===== config.mk =====
export PLATFORM = sky130hd
export DESIGN_NAME = float_range_exception_ctl
export DESIGN_NICKNAME = d
export VERILOG_FILES = /design/src/shared/float_range_pkg.sv /design/src/design/range_classify.sv /design/src/design/float_range_exception_ctl.sv
export SDC_FILE = /design/constraint.sdc
export NUM_CORES = 1
export LEC_CHECK = 0
export BUFFER_PORTS_ARGS = -buffer_cell sky130_fd_sc_hd__buf_2
export CORE_ASPECT_RATIO = 0.8
export CORE_UTILIZATION = 35
export CTS_CLUSTER_DIAMETER = 30
export DETAILED_ROUTE_END_ITERATION = 7
export PLACE_DENSITY = 0.75
export SLEW_MARGIN = 15
export SYNTH_ARGS = -nofsm -noshare
export SYNTH_HDL_FRONTEND = slang
export SYNTH_SLANG_ARGS = --single-unit

===== constraint.sdc =====
create_clock -name clk_sys -period 3.55 [get_ports clk_sys]
set_input_delay 0.1775 -clock clk_sys [delete_from_list [all_inputs] [get_ports clk_sys]]
set_output_delay 0.1775 -clock clk_sys [all_outputs]
set_load 0.01 [all_outputs]

===== src/shared/float_range_pkg.sv =====
/*
 Package for the floating range exception control block: widths, field
 positions, exponent offset and the carrier structs.
 Assumes a float of sign, 8-bit excess-200 (octal) exponent and fraction.
*/
package float_range_pkg;
	localparam int FRAC_W = 55;
	localparam int EXP_W = 8;
	localparam int TOTAL_W = 1 + EXP_W + FRAC_W;
	localparam int EXP_INT_W = 11;
	// Status word bit positions of the two trap enables
	localparam int UNDERFLOW_TRAP_BIT = 10;
	localparam int OVERFLOW_TRAP_BIT = 9;
	// Exponent offset applied on an enabled range exception (400 octal)
	localparam logic [EXP_INT_W-1:0] EXP_WRAP = 11'h100;
	localparam logic [EXP_INT_W-1:0] EXP_MAX = 11'h0FF;
	localparam logic [TOTAL_W-1:0] RESULT_RESET = 64'h0000000000000000;

	// Raw result from the arithmetic stage, exponent unbounded and signed
	typedef struct packed {
		logic valid;
		logic sign;
		logic [EXP_INT_W-1:0] exp;
		logic [FRAC_W-1:0] frac;
		logic is_zero;
	} raw_result_s;

	// Delivered result plus exception flags
	typedef struct packed {
		logic valid;
		logic sign;
		logic [EXP_W-1:0] exp;
		logic [FRAC_W-1:0] frac;
		logic underflow;
		logic overflow;
	} fixed_result_s;
endpackage


===== src/design/range_classify.sv =====
/*
 Classifies a raw float result as underflow, overflow or in range.
 Assumes a signed two's complement biased exponent on the input.
*/
`timescale 1ns/1ps
module range_classify
	import float_range_pkg::*;
(
	// Raw result
	input wire raw_result_s raw,
	// Classification
	output logic under,
	output logic over
);
	// Zero results never count as out of range
	assign under = raw.valid && !raw.is_zero &&
		($signed(raw.exp) <= $signed(11'h000));
	assign over = raw.valid && !raw.is_zero &&
		($signed(raw.exp) > $signed(EXP_MAX));
endmodule


===== src/design/float_range_exception_ctl.sv =====
/*
 Floating range exception control: bounds each result's exponent, applies
 the trap-enable policy and produces the trap request.
 Assumes one result per completed operation, from logic on clk_sys.
*/
`timescale 1ns/1ps
// Operation
// - underflow with its trap enabled raises a float interrupt
// - enabled underflow keeps fraction, exponent 400 octal high, zero exact
// - underflow with trap disabled gives exact zero, no interrupt
// - overflow with its trap enabled raises a float interrupt
// - enabled overflow keeps fraction, exponent 400 octal low
// - overflow with trap disabled gives exact zero, no interrupt
// - negative zero stored only together with an interrupt
module float_range_exception_ctl
	import float_range_pkg::*;
(
	// Clock and reset
	input wire logic clk_sys,
	input wire logic srst,
	// Trap enables from the status word
	input wire logic underflow_trap_enable,
	input wire logic overflow_trap_enable,
	// Raw result in
	input wire raw_result_s raw_in,
	// Delivered result out
	output fixed_result_s result_out,
	// Trap request, one cycle high per exception whose trap is enabled
	output logic fp_trap_req
);
	logic under;
	logic over;
	logic trap_nxt;
	fixed_result_s res_nxt;
	fixed_result_s result_r;
	logic trap_r;
	logic [EXP_INT_W-1:0] exp_adj;

	range_classify u_classify (
		.raw(raw_in),
		.under(under),
		.over(over)
	);

	////////////////////////////////////////////////////////////////////////
	always_comb begin
		exp_adj = raw_in.exp;
		if (under)
			exp_adj = raw_in.exp + EXP_WRAP;
		else if (over)
			exp_adj = raw_in.exp - EXP_WRAP;
		trap_nxt = (under && underflow_trap_enable) || (over && overflow_trap_enable);
		res_nxt.valid = raw_in.valid;
		res_nxt.underflow = under;
		res_nxt.overflow = over;
		res_nxt.sign = raw_in.sign;
		res_nxt.exp = exp_adj[EXP_W-1:0];
		res_nxt.frac = raw_in.frac;
		if (raw_in.is_zero) begin
			// Zero is always delivered exact
			res_nxt.sign = 1'b0;
			res_nxt.exp = '0;
			res_nxt.frac = '0;
		end else if ((under && !underflow_trap_enable) || (over && !overflow_trap_enable)) begin
			res_nxt.sign = 1'b0;
			res_nxt.exp = '0;
			res_nxt.frac = '0;
		end else if (!trap_nxt && exp_adj[EXP_W-1:0] == '0) begin
			// Biased exponent zero reads as zero; without a trap it carries no sign
			res_nxt.sign = 1'b0;
		end
	end

	////////////////////////////////////////////////////////////////////////
	always_ff @(posedge clk_sys) begin
		if (srst)
			result_r <= '0;
		else
			result_r <= res_nxt;
	end

	always_ff @(posedge clk_sys) begin
		if (srst)
			trap_r <= 1'b0;
		else
			trap_r <= raw_in.valid && trap_nxt;
	end

	assign result_out = result_r;
	assign fp_trap_req = trap_r;
endmodule


==> results of run 1 <==
[sequential cells by signal, indices dropped and copies added (netlist names)]
name         flops
result_out      67
fp_trap_req      1
[worst max path at each step]
stage	to	startpoint	depth (start not counted)
2_1_floorplan	result_out[14]	raw_in[63]	5
3_3_place_gp	result_out[3]	raw_in[63]	5
3_5_place_dp	result_out[3]	raw_in[63]	5
4_1_cts	result_out[3]	raw_in[63]	5
5_1_grt	result_out[2]	raw_in[63]	5
6_report	result_out[3]	raw_in[63]	5
[stage by stage]
stage                     area (um^2)  total power [W]  hold WS [ns]  setup slack (ns)  instances
final                            2970          0.00156        0.0471              2.02        385
after detailed placement         2770         0.000957         0.380              1.66        369
after floorplan                  2030         0.000888         0.250              2.11        157
after global placement           2770         0.000953         0.377              1.70        369
after global routing             2970          0.00164        0.0327              1.86        385
after CTS                        2970          0.00159        0.0289              2.01        385
[worst max-delay path, delay by kind of cell]
family / cells / cell delay, ns
AO/OA/AOI/OAI: 2 / 0.75
AND/OR/NAND/NOR: 2 / 0.69
buffers and inverters: 1 / 0.10
[report_power, final]
group	total (W)	internal (W)	switching [W]
Sequential	0.000801	0.000794	0.00000633
Clock	0.000625	0.000360	0.000264
Combinational	0.000137	0.0000773	0.0000595
[cells by family after synthesis]
group,after synthesis
DFF,68
buffers and inverters,7
and+or+nand+nor,75
AOI/OAI and AO/OA,7
[placed cells by master (no fill, tap or decap), drive strengths merged, types with 2 or more instances in the layout]
| master | count |
|---|---|
| nand2 | 3 |
| nor4 | 2 |
| buf | 140 |
| and2 | 63 |
| clkbuf | 12 |
| nor2 | 2 |
| dfxtp | 68 |
| clkinv | 2 |
| nor2b | 2 |
[final cells by class]
| cell class | count | share of cell area |
|---|---|---|
| timing repair buffer | 140 | 0.236 |
| multi-input combinational | 82 | 0.203 |
| inverter | 1 | 0.00126 |
| clock buffer | 12 | 0.0523 |
| tap | 78 | 0.0329 |
| sequential | 68 | 0.459 |
| clock inverter | 4 | 0.0160 |
[layer usage]
| layer | up-vias | track usage |
|---|---|---|
| met3 | 9 | 0.0709 |
| met4 | 0 | 0.0601 |
| met5 | - | 0 |
| met2 | 81 | 0.234 |
| met1 | 666 | 0.141 |
| li1 | 776 | - |
==> results by group, run 1 <==
Outcome
  – Status: completed

Synthesis
  – Count leader, synth: dfxtp_1
  – Largest family of logic cells by synthesized area: simple AND/OR/NAND/NOR gates
  – Post-synthesis sequential area ratio: 0.669
  – Post-synth EDFFs: 0
  – Post-synth top cells: 68 x dfxtp_1, 30 x and2_1, 29 x and2_4
  – Post-synthesis compound-gate area fraction: 0.0326
  – Simple-gate share of the synthesized area: 0.263
  – Synth Area per Inst: 13.0 um^2
  – Seq cells post-synth: 68
  – Gate Count Post-Synth: 157
  – Syn Nets: 230
  – Ys flop type: dfxtp_1
  – Synth warn: 0
  – Synth top area cells: dfxtp_1 67%, and2_4 12%, and2_1 9.2%, buf_6 3.3%, and2_2 1.5%
  – Post-synth top area share: 0.669
  – Yosys top cell by area: dfxtp_1
  – Distinct cell type count after synthesis: 20
  – Post-synthesis async set-or-reset flop share: 0
  – Cell area after synthesis: 2030 um^2
  – Synth Area in Adders: 0
  – Post-synthesis mux area share: 0
  – Synth Area in XOR/XNOR: 0

Floorplan
  – Die ar.: 6120 um^2
  – I/O pin count: 141
  – Rows: 24
  – Core area: 5530 um^2
  – Die width: 87.2 um
  – Initial core utilization: 0.368
  – Chip Height: 70.2 um

Drt
  – Top routing layer used: met4
  – WL final: 4040 um
  – Met3 routed WL: 454 um
  – Routed WL per cell: 10.5 um
  – DRT Pass-1 Iters: 3
  – Initial DRC Count: 27
  – DR vias: 1532
  – Residual DRC count: 0
  – DRT met1 WL: 1640 um
  – Detail Route Antenna Nets: 0
  – Met2 wire len: 1890 um
  – Via density: 3.98

Global route
  – Total track usage: 0.138
  – GRT Residual Overflow: 0
  – Initial antenna violation count: 0
  – Largest net degree at the start of global routing: 65
  – First-pass GRT wire length: 6400 um
  – Vias in the first global route: 1565

Setup path
  – Crit-path cells: buf_2, nor4_1, a21oi_1, o31a_4, and2_2
  – Worst path max stage delay: 0.56 ns
  – CP Class: input pin to register
  – Worst EP required: 3.77 ns
  – Critical Path Slowest Stage Cell: o31a_4
  – CP Launch Type: input pin
  – Max FO, Critical Path: 64
  – Crit path DAT: 1.74 ns
  – Nature of the critical path endpoint: register

Clock network
  – CTS clk-pin slew, worst paths: 0.07 ns
  – Clock sink count: 68
  – Number of gates resized after cts: 0
  – Post-CTS Setup Inserts: 0
  – CTS tree: built
  – Inserted Clock Buffers: 9
  – Clk root buf: clkbuf_8
  – CTS Hold Bufs: 0
  – Max Root-Sink Buffers: 2
  – H-Tree Depth: 3

Placed design
  – DPL Wire Length: 3060 um
  – IO Port Bufs: 140
  – Placer congestion estimate: 0.678

Final layout
  – Layout area overhead: 45.9%
  – Fillers: 545
  – Layout cells sized above 1: 0.622
  – Fin nets: 375
  – Final Core Density: 0.537
  – Multi-input logic area: 602 um^2
  – Seq. cell area: 1360 um^2
  – Antenna cells: 0

STA
  – # setup viols final: 0
  – Setup TNS Final: 0 ns
  – Max_slew headroom: 0.639
  – RSZ-0062 raised after global routing: false
  – Final-report max-slew violation count: 0
  – Fin crit period: 1.53 ns
  – Fin. Hold Viols: 0
  – Actual slew at the worst max-slew pin: 0.542 ns
  – Max Fclk: 655 MHz
  – Final Cycle Share: 0.430

Power
  – Leak Pwr: 1.58 nW
  – Pwr dens: 526 nW/um^2
  – Max VDD drop: 0.367 mV

Hold path
  – Worst Hold End: result_out[51]
  – Hold path startpoint: raw_in[50]
  – Hold path depth: 2
  – Min-Delay Path Class: input pin to register

Run
  – Max-Cap Viols: 0
Power figures use the tool's default switching activity.
==> run 2: changes to the inputs <==
--- a/config.mk
+++ b/config.mk
@@ -5,12 +5,13 @@
 export SDC_FILE = /design/constraint.sdc
 export NUM_CORES = 1
 export LEC_CHECK = 0
+export ABC_AREA = 1
 export BUFFER_PORTS_ARGS = -buffer_cell sky130_fd_sc_hd__buf_2
 export CORE_ASPECT_RATIO = 0.8
 export CORE_UTILIZATION = 35
 export CTS_CLUSTER_DIAMETER = 30
 export DETAILED_ROUTE_END_ITERATION = 7
-export PLACE_DENSITY = 0.75
+export PLACE_DENSITY = 0.74
 export SLEW_MARGIN = 15
 export SYNTH_ARGS = -nofsm -noshare
 export SYNTH_HDL_FRONTEND = slang
==> constraint.sdc (replaced) <==
create_clock -name clk_sys -period 1.6 [get_ports clk_sys]
set_input_delay 0.08 -clock clk_sys [delete_from_list [all_inputs] [get_ports clk_sys]]
set_output_delay 0.08 -clock clk_sys [all_outputs]
set_load 0.01 [all_outputs]
==> results by group, run 2 <==
Clock network
  – Clock sink count: 68
  – H-Tree Depth: 3
  – CTS tree: built
  – Clk root buf: clkbuf_8
  – Inserted Clock Buffers: 9
  – CTS clk-pin slew, worst paths: 0.07 ns
  – Max Root-Sink Buffers: 2

Placed design
  – Inst Count DP: 448
  – Placer congestion estimate: 0.676
  – IO Port Bufs: 140
  – DPL Wire Length: 3140 um

Drt
  – WL final: 6320 um
  – Initial DRC Count: 50
  – Residual DRC count: 0
  – Routed WL per cell: 11.8 um
  – DRT Pass-1 Iters: 4
  – DR vias: 2188
  – Detail Route Antenna Nets: 0
  – Via density: 4.08

Synthesis
  – Gate Count Post-Synth: 233
  – Distinct cell type count after synthesis: 18
  – Post-synth top area share: 0.631
  – Post-synthesis async set-or-reset flop share: 0
  – Count leader, synth: dfxtp_1
  – Seq cells post-synth: 68
  – Post-synth EDFFs: 0
  – Synth Area per Inst: 9.26 um^2
  – Yosys top cell by area: dfxtp_1
  – Synth top area cells: dfxtp_1 63%, inv_1 12%, nor2_1 10%, nor2_2 4.1%, buf_8 3.5%
  – Syn Nets: 306
  – Post-synth top cells: 68 x dfxtp_1, 67 x inv_1, 59 x nor2_1
  – Ys flop type: dfxtp_1
  – Cell area after synthesis: 2160 um^2
  – Post-synthesis sequential area ratio: 0.631
  – Synth warn: 0

Global route
  – Largest net degree at the start of global routing: 64
  – Total track usage: 0.173
  – GRT Residual Overflow: 0
  – First-pass GRT wire length: 8540 um
  – Vias in the first global route: 1947
  – Initial antenna violation count: 0

Final layout
  – Max reg flops: 67
  – Antenna cells: 0
  – Post-route insts no fill: 536
  – Fin nets: 524
  – Fillers: 490
  – Layout cells sized above 1: 0.402
  – Most common cell after layout, fill and taps aside: buf_2
  – Most frequent cells in the layout: 140 x buf_2, 68 x dfxtp_1, 67 x inv_1, 66 x dlygate4sd3_1, 58 x nor2_1
  – Layout area overhead: 78.4%

Setup path
  – Worst EP required: 1.83 ns
  – Nature of the critical path endpoint: register
  – CP Class: input pin to register
  – CP Launch Type: input pin
  – Max FO, Critical Path: 8
  – Crit path DAT: 1.76 ns

STA
  – Fin. Hold Viols: 0
  – Max_slew headroom: 0.797
  – Fin crit period: 1.53 ns
  – Setup TNS Final: 0 ns
  – Final-report max-slew violation count: 0
  – Actual slew at the worst max-slew pin: 0.304 ns
  – # setup viols final: 0
  – RSZ-0062 raised after global routing: false
  – Max Fclk: 652 MHz
  – Final Cycle Share: 0.959

Run
  – Max-Cap Viols: 0

Power
  – Max VDD drop: 0.551 mV
  – Pwr dens: 970 nW/um^2
  – Leak Pwr: 2.18 nW

Hold path
  – Min-Delay Path Class: input pin to register

Floorplan
  – Rows: 25
  – Initial core utilization: 0.363
  – Die width: 89.8 um
  – Die ar.: 6490 um^2
  – Core area: 5940 um^2
  – I/O pin count: 141
  – Chip Height: 72.2 um

Outcome
  – Status: completed
run 2: cell count changes after synthesis, sizes merged, moves of 5 or more:
| cell | delta |
|---|---|
| inv | +67 |
| nor2 | +72 |
| and2 | -63 |
| nand2 | +5 |
run 2: critical path, cell delays in order:
cell	delay [ns]
dlygate4sd3_1	0.54
buf_2	0.13
nor2_1	0.17
nand2_1	0.11
o21ai_4	0.19
nand3b_4	0.15
buf_12	0.19
nand2_4	0.15
nor2_1	0.06
run 2: stage by stage:
stage / hold slack (ns) / instance area, um^2 / setup WS (ns) / total power, W / utilization
after floorplan: 0.149 / 2160 / 0.590 / 0.00200 / -
after global placement: 0.293 / 2870 / 0.259 / 0.00214 / 0.482
after detailed placement: 0.299 / 2870 / 0.215 / 0.00214 / 0.482
after CTS: 0.0206 / 3730 / 0.0151 / 0.00374 / 0.628
after global routing: 0.0579 / 3850 / 0.00446 / 0.00390 / 0.648
final: 0.0469 / 3850 / 0.0659 / 0.00373 / 0.648
run 2: report_power, final:
part           switching, W  internal [W]  leakage (nW)
clock              0.000598      0.000863         0.102
sequential        0.0000167       0.00176         0.558
combinational      0.000228      0.000264          1.52
run 2: layout make-up:
class                   count  area, um^2  share of cell area
repair buffers            207        1380               0.359
flip-flops and latches     68        1360               0.354
multi-input cells          97         543               0.141
inverters                  68         258              0.0669
clock buffers              10         128              0.0331
well taps                  81         101              0.0263
clock inverters             5        77.6              0.0201
run 2: logic make-up (layout without fill, tap and decap cells):
logic type,after synthesis,count (layout),synth area share
AO/OA/AOI/OAI,3,3,0.0139
AND/OR/NAND/NOR,88,94,0.193
buffers and inverters,74,290,0.162
flip-flops,68,68,0.631
run 2: final timing paths:
check             slack (ns)  cells past startpoint             end                  from
setup / recovery        0.07                      9  result_out[25]            raw_in[63]
hold / removal          0.05                      3     fp_trap_req  overflow_trap_enable
run 2: routing by layer:
layer	vias up	routed length, um	track usage	part of all wire
met2	94	3350	0.332	0.53
met3	8	424	0.0660	0.067
met1	1000	2460	0.163	0.39
met4	0	78	0.0893	0.012
li1	1086	-	-	-
met5	-	0	0	0
run 2: repair_timing:
action,in CTS,in global routing
endpoints found under the setup margin,0,63
buffers inserted,0,1
hold buffers,66,0
hold endpoints to repair,68,0
gates resized for setup,0,6
